===== src/rtl/dsadc_regs.vh =====
`ifndef DSADC_REGS_VH
`define DSADC_REGS_VH

// =====================================================================
// Conversion segment lengths, in system clock periods.
// =====================================================================
`define DSADC_AZ_CYCLES        13'd4000
`define DSADC_OFFSET_MAX       13'd798
`define DSADC_INTEGRATE_CYCLES 13'd4000
`define DSADC_DEINT_CYCLES     13'd4000

// =====================================================================
// Result scaling and range limits.
// =====================================================================
`define DSADC_FULL_SCALE       12'd1999
`define DSADC_UNDERRANGE_LIM   12'd180
`define DSADC_THOUSAND         12'd1000

// =====================================================================
// Digit scan timing: four slots make up one multiplex period of 80 clocks.
// =====================================================================
`define DSADC_SCAN_PERIOD      7'd80
`define DSADC_SLOT_CYCLES      5'd20
`define DSADC_BLANK_CYCLES     5'd2

// =====================================================================
// Sequencer states.
// =====================================================================
`define DSADC_SEG1             3'h0
`define DSADC_SEG2             3'h1
`define DSADC_SEG3             3'h2
`define DSADC_SEG4             3'h3
`define DSADC_SEG5             3'h4
`define DSADC_SEG6             3'h5

// =====================================================================
// Half-digit slot bit positions.
// =====================================================================
`define DSADC_HD_OUTRANGE_BIT  0
`define DSADC_HD_NOTFULL_BIT   1
`define DSADC_HD_POSITIVE_BIT  2
`define DSADC_HD_NOTONE_BIT    3

`endif


===== src/rtl/dsadc_seq.v =====
`timescale 1ns/100ps
`default_nettype none

`include "dsadc_regs.vh"

module dsadc_seq (
    input  wire I_CLK,
    input  wire I_RESET,
    input  wire I_CE,
    input  wire I_COMPARATOR,
    input  wire I_DISPLAY_UPDATE_IN,
    output reg  O_CHARGE_OFFSET,
    output reg  O_SHORT_INTEGRATOR,
    output reg  O_CONNECT_INPUT,
    output reg  O_INVERT_INPUT,
    output reg  O_CONNECT_REF,
    output reg  O_EOC,
    output reg  O_DIGIT_STROBE_HALF,
    output reg  O_DIGIT_STROBE_B,
    output reg  O_DIGIT_STROBE_C,
    output reg  O_DIGIT_STROBE_D,
    output reg  O_BCD_BIT_ZERO,
    output reg  O_BCD_BIT_ONE,
    output reg  O_BCD_BIT_TWO,
    output reg  O_BCD_BIT_THREE,
    output reg  O_UNDERRANGE_FLAG,
    output reg  O_OVERRANGE_FLAG
);

    // =================================================================
    // Pin synchronisers.
    // =================================================================
    reg        comp_meta_ff;
    reg        comp_ff;
    reg        du_meta_ff;
    reg        du_ff;
    reg        du_prev_ff;

    always @(posedge I_CLK) begin
        if (I_RESET) begin
            comp_meta_ff <= 1'b0;
            comp_ff      <= 1'b0;
            du_meta_ff   <= 1'b0;
            du_ff        <= 1'b0;
            du_prev_ff   <= 1'b0;
        end else if (I_CE) begin
            comp_meta_ff <= I_COMPARATOR;
            comp_ff      <= comp_meta_ff;
            du_meta_ff   <= I_DISPLAY_UPDATE_IN;
            du_ff        <= du_meta_ff;
            du_prev_ff   <= du_ff;
        end
    end

    wire du_rise = du_ff & ~du_prev_ff;

    // =================================================================
    // Conversion sequencer.
    // =================================================================
    reg  [2:0]  seg_ff;
    reg  [2:0]  nxt_seg;
    reg  [12:0] cnt_ff;
    reg  [12:0] offset_ff;
    reg  [12:0] nxt_offset;
    reg         pol_ff;
    reg         nxt_pol;
    reg  [11:0] result_ff;
    reg  [11:0] nxt_result;
    reg         found_ff;
    reg         nxt_found;
    reg         armed_ff;
    reg         nxt_armed;
    reg         eoc_ff;
    reg         seg_done;

    // Reset parks the sequencer outside the six segments, so the first
    // segment after release still gets its full count of charge cycles.
    localparam SEG_IDLE = 3'h7;

    always @* begin
        nxt_seg    = seg_ff;
        nxt_offset = offset_ff;
        nxt_pol    = pol_ff;
        nxt_result = result_ff;
        nxt_found  = found_ff;
        nxt_armed  = armed_ff;
        seg_done   = 1'b0;
        case (seg_ff)
            `DSADC_SEG1: begin
                seg_done = (cnt_ff == `DSADC_AZ_CYCLES - 13'd1);
                if (seg_done) begin
                    nxt_seg = `DSADC_SEG2;
                end
            end
            `DSADC_SEG2: begin
                // A comparator that never trips still ends the segment in time.
                seg_done = ~comp_ff | (cnt_ff == `DSADC_OFFSET_MAX);
                if (seg_done) begin
                    nxt_offset = cnt_ff + 13'd1;
                    nxt_seg    = `DSADC_SEG3;
                end
            end
            `DSADC_SEG3: begin
                seg_done = (cnt_ff == `DSADC_AZ_CYCLES - 13'd1);
                if (seg_done) begin
                    nxt_seg = `DSADC_SEG4;
                end
            end
            `DSADC_SEG4: begin
                seg_done = (cnt_ff == `DSADC_INTEGRATE_CYCLES - 13'd1);
                if (seg_done) begin
                    // A low comparator means the ramp went the wrong way.
                    nxt_pol = pol_ff ^ ~comp_ff;
                    nxt_seg = `DSADC_SEG5;
                end
            end
            `DSADC_SEG5: begin
                seg_done = (cnt_ff + 13'd1 >= offset_ff);
                if (seg_done) begin
                    nxt_found  = 1'b0;
                    nxt_result = `DSADC_FULL_SCALE + 12'd1;
                    nxt_seg    = `DSADC_SEG6;
                end
            end
            `DSADC_SEG6: begin
                if (~comp_ff & ~found_ff) begin
                    nxt_found  = 1'b1;
                    nxt_result = cnt_ff[12:1];
                end
                seg_done = (cnt_ff == `DSADC_DEINT_CYCLES - 13'd1);
                if (seg_done) begin
                    nxt_seg = `DSADC_SEG1;
                end
            end
            default: begin
                seg_done = 1'b1;
                nxt_seg  = `DSADC_SEG1;
            end
        endcase
        // The update request must come before the ramp-down starts.
        if (du_rise & (seg_ff < `DSADC_SEG5)) begin
            nxt_armed = 1'b1;
        end else if (eoc_ff) begin
            // Cleared one cycle after the end so the armed load still sees it.
            nxt_armed = 1'b0;
        end
    end

    always @(posedge I_CLK) begin
        if (I_RESET) begin
            seg_ff    <= SEG_IDLE;
            cnt_ff    <= 13'h0000;
            offset_ff <= 13'h0000;
            pol_ff    <= 1'b1;
            result_ff <= 12'h000;
            found_ff  <= 1'b0;
            armed_ff  <= 1'b0;
            eoc_ff    <= 1'b0;
        end else if (I_CE) begin
            seg_ff    <= nxt_seg;
            cnt_ff    <= seg_done ? 13'h0000 : cnt_ff + 13'h0001;
            offset_ff <= nxt_offset;
            pol_ff    <= nxt_pol;
            result_ff <= nxt_result;
            found_ff  <= nxt_found;
            armed_ff  <= nxt_armed;
            eoc_ff    <= (seg_ff == `DSADC_SEG6) & seg_done;
        end
    end

    // =================================================================
    // Analog switch controls.
    // =================================================================
    always @(posedge I_CLK) begin
        if (I_RESET) begin
            O_CHARGE_OFFSET    <= 1'b0;
            O_SHORT_INTEGRATOR <= 1'b0;
            O_CONNECT_INPUT    <= 1'b0;
            O_INVERT_INPUT     <= 1'b0;
            O_CONNECT_REF      <= 1'b0;
            O_EOC              <= 1'b0;
        end else if (I_CE) begin
            O_CHARGE_OFFSET    <= (nxt_seg == `DSADC_SEG1) | (nxt_seg == `DSADC_SEG3);
            O_SHORT_INTEGRATOR <= (nxt_seg == `DSADC_SEG1) | (nxt_seg == `DSADC_SEG3);
            O_CONNECT_INPUT    <= (nxt_seg == `DSADC_SEG4);
            O_INVERT_INPUT     <= ~nxt_pol;
            O_CONNECT_REF      <= (nxt_seg == `DSADC_SEG5) | (nxt_seg == `DSADC_SEG6);
            O_EOC              <= (seg_ff == `DSADC_SEG6) & seg_done;
        end
    end

    // =================================================================
    // Output latches, loaded at the end of an armed conversion.
    // =================================================================
    function [15:0] to_bcd;
        input [10:0] v;
        reg   [26:0] sh;
        integer      i;
        begin
            sh = {16'h0000, v};
            for (i = 0; i < 11; i = i + 1) begin
                if (sh[14:11] > 4'h4) sh[14:11] = sh[14:11] + 4'h3;
                if (sh[18:15] > 4'h4) sh[18:15] = sh[18:15] + 4'h3;
                if (sh[22:19] > 4'h4) sh[22:19] = sh[22:19] + 4'h3;
                if (sh[26:23] > 4'h4) sh[26:23] = sh[26:23] + 4'h3;
                sh = {sh[25:0], 1'b0};
            end
            to_bcd = sh[26:11];
        end
    endfunction

    wire        over     = (result_ff > `DSADC_FULL_SCALE);
    wire        under    = (result_ff < `DSADC_UNDERRANGE_LIM);
    wire [11:0] clipped  = over ? `DSADC_FULL_SCALE : result_ff;
    wire [15:0] bcd_now  = to_bcd(clipped[10:0]);

    reg  [3:0]  dig_b_ff;
    reg  [3:0]  dig_c_ff;
    reg  [3:0]  dig_d_ff;
    reg  [3:0]  half_ff;
    reg  [3:0]  nxt_half;

    always @* begin
        nxt_half = 4'h0;
        nxt_half[`DSADC_HD_NOTONE_BIT]   = ~(clipped >= `DSADC_THOUSAND);
        nxt_half[`DSADC_HD_POSITIVE_BIT] = pol_ff;
        nxt_half[`DSADC_HD_OUTRANGE_BIT] = over | under;
        nxt_half[`DSADC_HD_NOTFULL_BIT]  = ~(clipped >= `DSADC_THOUSAND) | over | under;
    end

    always @(posedge I_CLK) begin
        if (I_RESET) begin
            dig_b_ff          <= 4'h0;
            dig_c_ff          <= 4'h0;
            dig_d_ff          <= 4'h0;
            half_ff           <= 4'he;
            O_UNDERRANGE_FLAG <= 1'b0;
            O_OVERRANGE_FLAG  <= 1'b0;
        end else if (I_CE & eoc_ff & armed_ff) begin
            dig_b_ff          <= bcd_now[11:8];
            dig_c_ff          <= bcd_now[7:4];
            dig_d_ff          <= bcd_now[3:0];
            half_ff           <= nxt_half;
            O_UNDERRANGE_FLAG <= under;
            O_OVERRANGE_FLAG  <= over;
        end
    end

    // =================================================================
    // Digit multiplexer.
    // =================================================================
    wire [1:0] slot;
    wire [4:0] pos;

    dsadc_scan u_scan (
        .i_clk     (I_CLK),
        .i_reset   (I_RESET),
        .i_ce      (I_CE),
        .i_restart (eoc_ff),
        .o_slot    (slot),
        .o_pos     (pos)
    );

    // Each slot opens with blanking so the data lines settle before a strobe.
    wire       show = (pos >= `DSADC_BLANK_CYCLES);
    reg  [3:0] nxt_strobe;
    reg  [3:0] nxt_bcd;

    always @* begin
        nxt_strobe = 4'h0;
        nxt_bcd    = half_ff;
        case (slot)
            2'h0: begin
                nxt_bcd    = half_ff;
                nxt_strobe = {3'h0, show};
            end
            2'h1: begin
                nxt_bcd    = dig_b_ff;
                nxt_strobe = {2'h0, show, 1'b0};
            end
            2'h2: begin
                nxt_bcd    = dig_c_ff;
                nxt_strobe = {1'b0, show, 2'h0};
            end
            2'h3: begin
                nxt_bcd    = dig_d_ff;
                nxt_strobe = {show, 3'h0};
            end
            default: begin
                nxt_bcd    = half_ff;
                nxt_strobe = 4'h0;
            end
        endcase
    end

    always @(posedge I_CLK) begin
        if (I_RESET) begin
            O_DIGIT_STROBE_HALF <= 1'b0;
            O_DIGIT_STROBE_B    <= 1'b0;
            O_DIGIT_STROBE_C    <= 1'b0;
            O_DIGIT_STROBE_D    <= 1'b0;
            O_BCD_BIT_ZERO      <= 1'b0;
            O_BCD_BIT_ONE       <= 1'b0;
            O_BCD_BIT_TWO       <= 1'b0;
            O_BCD_BIT_THREE     <= 1'b0;
        end else if (I_CE) begin
            O_DIGIT_STROBE_HALF <= nxt_strobe[0];
            O_DIGIT_STROBE_B    <= nxt_strobe[1];
            O_DIGIT_STROBE_C    <= nxt_strobe[2];
            O_DIGIT_STROBE_D    <= nxt_strobe[3];
            O_BCD_BIT_ZERO      <= nxt_bcd[0];
            O_BCD_BIT_ONE       <= nxt_bcd[1];
            O_BCD_BIT_TWO       <= nxt_bcd[2];
            O_BCD_BIT_THREE     <= nxt_bcd[3];
        end
    end

endmodule

`default_nettype wire


===== src/rtl/dsadc_scan.v =====
`timescale 1ns/100ps
`default_nettype none

`include "dsadc_regs.vh"

module dsadc_scan (
    input  wire       i_clk,
    input  wire       i_reset,
    input  wire       i_ce,
    input  wire       i_restart,
    output reg  [1:0] o_slot,
    output reg  [4:0] o_pos
);

    // =================================================================
    // Slot and position counters, 4 slots of 20 clocks each.
    // =================================================================
    always @(posedge i_clk) begin
        if (i_reset) begin
            o_slot <= 2'h0;
            o_pos  <= 5'h00;
        end else if (i_ce) begin
            if (i_restart) begin
                o_slot <= 2'h0;
                o_pos  <= 5'h00;
            end else if (o_pos == `DSADC_SLOT_CYCLES - 5'd1) begin
                o_slot <= o_slot + 2'h1;
                o_pos  <= 5'h00;
            end else begin
                o_pos <= o_pos + 5'h01;
            end
        end
    end

endmodule

`default_nettype wire


===== config.mk =====
export PLATFORM = sky130hd
export DESIGN_NAME = dsadc_seq
export DESIGN_NICKNAME = d
export VERILOG_FILES = /design/src/rtl/dsadc_seq.v /design/src/rtl/dsadc_scan.v
export VERILOG_INCLUDE_DIRS = /design/src /design/src/rtl
export SDC_FILE = /design/constraint.sdc
export NUM_CORES = 1
export LEC_CHECK = 0
export BUFFER_PORTS_ARGS = -buffer_cell sky130_fd_sc_hd__buf_2
export CAP_MARGIN = 20
export CORE_MARGIN = 2
export CORE_UTILIZATION = 45
export CTS_CLUSTER_SIZE = 30
export DETAILED_ROUTE_END_ITERATION = 8
export HOLD_SLACK_MARGIN = 0.15
export MAX_ROUTING_LAYER = met4
export PLACE_DENSITY = 0.71
export SLEW_MARGIN = 30
export SYNTH_ARGS = -nofsm -noshare
export SYNTH_HDL_FRONTEND = slang
export SYNTH_SLANG_ARGS = --single-unit

===== constraint.sdc =====
create_clock -name I_CLK -period 11 [get_ports I_CLK]
set_input_delay 2.2 -clock I_CLK [delete_from_list [all_inputs] [get_ports I_CLK]]
set_output_delay 2.2 -clock I_CLK [all_outputs]
set_load 0.02 [all_outputs]

Word-level counts from Yosys, hierarchy flattened
Cells that the tools add are included. W data, S select, Z words.

Equality and inequality tests: 17. Muxes and demuxes: 41. $lt $le $gt $ge: 21. Add/sub/neg operators: 18. Bitwise logic cells: 18. Reductions and logical operators: 11.

Operators with widths (count): $mux W4 (13); $gt A4 B3 Y1 const B (12); $add A4 B2 Y4 const B (11); $mux W12 (3); $pmux W4 S4 (2); $mux W3 (8); $pmux W12 S2 (1); $pmux W3 S6 (1); $add A13 B1 Y13 const B (1); $eq A13 B10 Y1 const B (1); $eq A13 B12 Y1 const B (1); $ge A13 B13 Y1 (1); $mux W13 (1); $eq A3 B2 Y1 const B (4); $eq A3 B3 Y1 const B (4); $ge A12 B10 Y1 const B (1); $gt A12 B11 Y1 const B (1); $lt A12 B8 Y1 const B (1); $mux W5 (2); $gt A3 B3 Y1 const B (3); $add A3 B2 Y4 const B (2); $add A3 B2 Y3 const B (2); $and A1 B1 Y1 (6); $logic_not A3 Y1 (2); 22 further kinds (42).

Output and inout bits: 16. Flip-flop bits (word level): 87. Bits of input ports: 5. Word-level logic and storage cells: 159.

Logic depth before layout (Yosys ltp)
Word-level depth: 18. Mapped depth: 37. Gate-level depth less buffers: 33.

Cells and area by module
Synthesis repeated with hierarchy kept, for this count alone.

Cell total of the unflattened synthesis: 820. Area total of the unflattened synthesis: 6475.0 µm².

Modules (own cells, without submodules): dsadc_seq (area an instance 6094.6 µm², times used 1, cells each 777, seq. area each 1601.5 µm²); dsadc_scan (area an instance 380.4 µm², times used 1, cells each 43, seq. area each 140.1 µm²).

Least setup slack after synthesis
No wires, ideal clock.

Path kind: register to register. From: register result_ff[11]. To: register dig_d_ff[2]. Setup slack: 4190 ps. Cell stages (with the launch flop): 36. Data required time: 10938 ps. Path buffers: 4. Clock period less this slack: 6810 ps. Setup time: 62 ps. Data arrival time: 6748 ps. Cell sequence: dfxtp_1 > buf_2 > inv_2 > clkbuf_1 > nand2_1 > ha_1 > xor2_1 > ha_1 > or2_2 > a211oi_1 > a211o_1 > and2_1 > buf_6 > o21ai_0 > a21boi_0 > ha_1 > a211oi_1 > a311oi_2 > nand2_1 > xnor2_1 > ha_1 > inv_1 > o31ai_1 > a21oi_1 > o21ai_2 > a221o_1 > xnor2_1 > ha_1 > buf_1 > a2111oi_0 > nor2_1 > nand3_1 > xor2_1 > ha_1 > or4_1 > nand3_1.

Cells in the longest elaborated chain, start to end: 18. Elaborated cells between the ends (all ways): 26. Classes of those cells: 8 x add/sub; 9 x order compare; 9 x mux.

Ends and longest elaborated chain: start: declaration (line dsadc_seq.v:67) `reg [11:0] result_ff;`; start signal: assignment (line dsadc_seq.v:164) `result_ff <= nxt_result;`; $gt A12 B11 Y1 (no source line) (*); $mux W12 (*) (line dsadc_seq.v:214) `` wire [11:0] clipped = over ? `DSADC_FULL_SCALE : result_ff; ``; $add A3 B2 Y4 or $gt A3 B3 Y1 (tied branches) (line dsadc_seq.v:202) `if (sh[14:11] > 4'h4) sh[14:11] = sh[14:11] + 4'h3;`; $mux W4 (line dsadc_seq.v:202); $add A4 B2 Y4 or $gt A4 B3 Y1 (tied branches) (line dsadc_seq.v:202); $mux W4 (line dsadc_seq.v:202); $add A4 B2 Y4 or $gt A4 B3 Y1 (tied branches) (line dsadc_seq.v:202); $mux W4 (line dsadc_seq.v:202); [... 2 more ...]; $add A4 B2 Y4 or $gt A4 B3 Y1 (tied branches) (line dsadc_seq.v:202); $mux W4 (line dsadc_seq.v:202); $add A4 B2 Y4 or $gt A4 B3 Y1 (tied branches) (line dsadc_seq.v:202); $mux W4 (line dsadc_seq.v:202); $gt A4 B3 Y1 or $add A4 B2 Y4 (tied branches) (line dsadc_seq.v:202); $mux W4 (line dsadc_seq.v:202); $add A4 B2 Y4 or $gt A4 B3 Y1 (tied branches) (line dsadc_seq.v:202); $mux W4 (*) (line dsadc_seq.v:202); end signal: assignment (line dsadc_seq.v:242) `dig_d_ff <= bcd_now[3:0];`; end: declaration (line dsadc_seq.v:219) `reg [3:0] dig_d_ff;`.

Every way passes the cells marked *; elsewhere a longest branch is shown, timed or not. A chain may end at the register's enable or synchronous reset.

Worst setup path after layout
From: register result_ff[11]. To: register dig_c_ff[1].

Cells in the longest elaborated chain, start to end: 18. Elaborated cells between the ends (all ways): 38. Classes of those cells: 12 x add/sub; 13 x order compare; 13 x mux.

Ends and longest elaborated chain: $gt A12 B11 Y1 (no source line) (*); $mux W12 (*) (line dsadc_seq.v:214); $add A3 B2 Y4 or $gt A3 B3 Y1 (tied branches) (line dsadc_seq.v:202); $mux W4 (line dsadc_seq.v:202); $add A4 B2 Y4 or $gt A4 B3 Y1 (tied branches) (line dsadc_seq.v:202); $mux W4 (line dsadc_seq.v:202); $add A4 B2 Y4 or $gt A4 B3 Y1 (tied branches) (line dsadc_seq.v:202); $mux W4 (line dsadc_seq.v:202); [... 2 more ...]; $add A4 B2 Y4 (tied with other cells) (line dsadc_seq.v:202); $mux W4, on equally long branches (line dsadc_seq.v:202, dsadc_seq.v:203); $add A4 B2 Y4 (tied with other cells) (line dsadc_seq.v:202); $mux W4, on equally long branches (line dsadc_seq.v:202, dsadc_seq.v:203); $add A4 B2 Y4 (tied with other cells) (line dsadc_seq.v:202); $mux W4, on equally long branches (line dsadc_seq.v:202, dsadc_seq.v:203); $add A4 B2 Y4 or $gt A4 B3 Y1 (tied branches) (line dsadc_seq.v:203) `if (sh[18:15] > 4'h4) sh[18:15] = sh[18:15] + 4'h3;`; $mux W4 (*) (line dsadc_seq.v:203); end signal: assignment (line dsadc_seq.v:241) `dig_c_ff <= bcd_now[7:4];`; end: declaration (line dsadc_seq.v:218) `reg [3:0] dig_c_ff;`.

Marked as above.

==> metrics.md <==
| Metric | Value |
|---|---|
| Status | completed |
| Worst-path clk slew | 0.06 ns |
| Post-CTS Resized | 0 |
| Largest net degree at the start of global routing | 75 |
| Max stage delay on crit path | 0.53 ns |
| Mux contribution to synthesized area | 5.621% |
| Placed Area | 0.006404 sq mm |
| Synth Area in Compound Gates | 22.61% |
| Final ANT Viol Nets | 0 |
| RSZ-0062 raised after global routing | no |
| Placed cell count | 979 |
| Overall Global Routing Usage | 19.97% |
| Hold_buf cts | 0 |
| DR WL/cell | 14.15 um |
| # H-tree levels | 3 |
| Commonest non-fill, non-tap cell in the layout | nand2_1 |
| DIE HEIGHT | 121.7 um |
| Rows | 43 |
| Final period util | 68.07% |
| Vias per cell | 5.862 |
| CTS tree | built |
| Detailed Route Iter0 Violations | 509 |
| Worst skew pair latency | 0.34 ns |
| Antenna fix cells | 0 |
| Crit Path Class | reg -> reg |
| # nets final | 851 |
| Main combinational cell family by area after synthesis | simple AND/OR/NAND/NOR gates |
| Post-route setup TNS | 0 ns |
| Hold Path Class | reg -> reg |
| Synth-to-Final Area Change | 7.549% |
| Post-Syn Area | 0.006232 sq mm |
| Die W | 121.7 um |
| Yosys warns | 0 |
| Initial antenna violation count | 0 |
| Final worst path period need | 7.487 ns |
| Core area | 0.01372 sq mm |
| Commonest non-fill, non-tap cells in the layout | nand2_1 (100), nor2_1 (98), dfxtp_1 (87) |
| Initial Utilization | 45.43% |
| CTS root buf | clkbuf_16 |
| Proportion of layout cells with a drive suffix above 1 | 8.600% |
| Worst slew pin tran | 0.9033 ns |
| Port Buffers | 20 |
| LEAKAGE | 2.549 nW |
| Setup Skew | 0.005884 ns |
| CTS buffer count | 9 |
| Maximum clock insertion buffer count | 2 |
| Worst Path Arrival | 7.77 ns |
| Post-Synth Adder-Cell Area | 7.549% |
| Vias post-DR | 5827 |
| Power per cell area | 140.7 mW/mm^2 |
| Post-synthesis xor/xnor area fraction | 4.216% |
| CP required | 11.28 ns |
| Final setup fails | 0 |
| DPL Wire Length | 9958 um |
| Most frequent CP cell | ha_1 |
| Synth Net Count | 862 |
| Worst path slowest cell | dfxtp_1 |
| Max Cap Viol | 0 |
| TritonRoute pass-1 iters | 5 |
| CTS sink count | 87 |
| Slew HR | 39.58% |
| First-pass GRT wire length | 24100 um |
| Top_reg_cell synth | dfxtp_1 |
| Syn_area_per_cell | 7.591 sq um |
| Ports | 21 |
| Simple-gate share of the synthesized area | 26.68% |
| Final Cell Area | 0.006703 sq mm |
| Seq cells post-synth | 87 |
| Grt ovf | 0 |
| Final WL | 14060 um |
| Cell count after synthesis | 821 |
| DRC viols | 0 |
| Setup slack at placement | 3.678 ns |
| Max VDD drop | 0.0001124 V |
| Number of global-route vias before repair | 5176 |
| Max Clock Freq | 133.6 MHz |
| Hold Fails Final Rpt | 0 |
| Die area | 0.01481 sq mm |
| Count of cell types in the netlist | 77 |
| Final GP Congestion | 0.8958 |
| CP Capture Type | flop |
| FILL cells | 1347 |
| Worst setup margin | 3.513 ns |
| Post-CTS Setup Inserts | 0 |
| CP max FO | 11 |
| FFs w/ async S/R, synth | 0% |
| Final Max Slew Viols | 0 |
| Layout Cells excl Fill | 994 |
| Post-synth EDFFs | 0 |
| Critical Path Source Type | flop |
| Sequential fraction of the synthesis area | 27.95% |
## registers in the layout (all words and copies together) (netlist names), 2 cells and up
name and count:
cnt_ff 13, offset_ff 13, result_ff 12, u_scan.o_pos 5, dig_b_ff 4, dig_c_ff 4, dig_d_ff 4, half_ff 4
seg_ff 3, u_scan.o_slot 2
## path summary, 6_finish.rpt
check,start,end,slack (ns),depth (start not counted)
max reg2reg,result_ff[11]$_SDFFE_PP0P_,dig_c_ff[1]$_SDFFE_PP0P_,3.51,28
min reg2reg,half_ff[3]$_SDFFE_PP1P_,half_ff[3]$_SDFFE_PP1P_,0.45,2
min,half_ff[3]$_SDFFE_PP1P_,half_ff[3]$_SDFFE_PP1P_,0.45,2
max,result_ff[11]$_SDFFE_PP0P_,dig_c_ff[1]$_SDFFE_PP0P_,3.51,28
## power by group
group	leakage [nW]	internal, mW	switching, mW
logic	1.70	0.118	0.192
clock network	0.145	0.187	0.115
registers	0.705	0.322	0.00875
total	2.55	0.626	0.316
## cells by family after synthesis
logic type,Yosys count
muxes,34
adders and majority gates,38
AOI/OAI and AO/OA,201
and+or+nand+nor,348
xor gates and xnor gates,30
buffers and inverters,83
DFF,87
## stage by stage
stage	hold WS, ns	utilization (%)	power [mW]
final	0.4465	48.86	0.9428
after CTS	0.4502	48.86	0.9443
after floorplan	0.4139	-	0.5904
after global routing	0.4607	48.86	0.9982
after global placement	0.4295	46.65	0.6374
after detailed placement	0.4417	46.68	0.6409
## per-layer routing
metal  vias up  GRT usage [%]  share of wire [%]
met2       171          30.65                 44
met4         0          6.394                1.8
met1      2707          27.07                 49
li1       2923              -                  -
met3        26          3.090                4.8
met5         -              -                  0
## final cells by class
cell class                 instances  area (sq um)  share of cell area [%]
clock buffer                      12         256.5                   3.827
clock inverter                     3         42.54                  0.6347
inverter                          36         135.1                   2.016
multi-input combinational        651          4164                   62.12
sequential                        87          1742                   25.98
tap                              180         225.2                   3.360
timing repair buffer              25         137.6                   2.053
## worst max-delay path, delay by kind of cell, from the launching register on
kind,cells,cell delay (ns)
AO/OA/AOI/OAI,12,3.19
AND/OR/NAND/NOR,8,1.81
adder cells (fa/ha/maj),5,1.41
flip-flops,1,0.53
XOR/XNOR,2,0.30
buffers and inverters,1,0.18
## synth_stat cells (all sizes together), types with 4 or more instances
cell | count | area, sq um
nor4b | 4 | 35.03
nand3 | 51 | 265.3
nor2b | 8 | 50.05
a221oi | 4 | 35.03
or2 | 4 | 25.03
nor3b | 5 | 37.54
ha | 36 | 450.4
nand2b | 5 | 31.28
inv | 36 | 135.1
o22ai | 5 | 31.28
buf | 12 | 68.82
nand4 | 8 | 50.05
xnor2 | 18 | 157.7
a211o | 7 | 61.31
nor3 | 26 | 135.1
a31oi | 6 | 37.54
dfxtp | 87 | 1742
a21oi | 48 | 251.5
nor2 | 98 | 367.9
o21a | 5 | 37.54
o211ai | 11 | 82.58
mux2 | 5 | 56.30
nand3b | 9 | 67.56
a211oi | 21 | 162.6
clkbuf | 35 | 131.4
a2111o | 4 | 45.04
mux2i | 29 | 294.0
o21ai | 43 | 226.5
and3 | 9 | 56.30
xor2 | 12 | 105.1
and2 | 9 | 56.30
a21o | 9 | 67.56
a22oi | 5 | 42.54
nand2 | 100 | 375.4
Power figures use the tool's default switching activity.
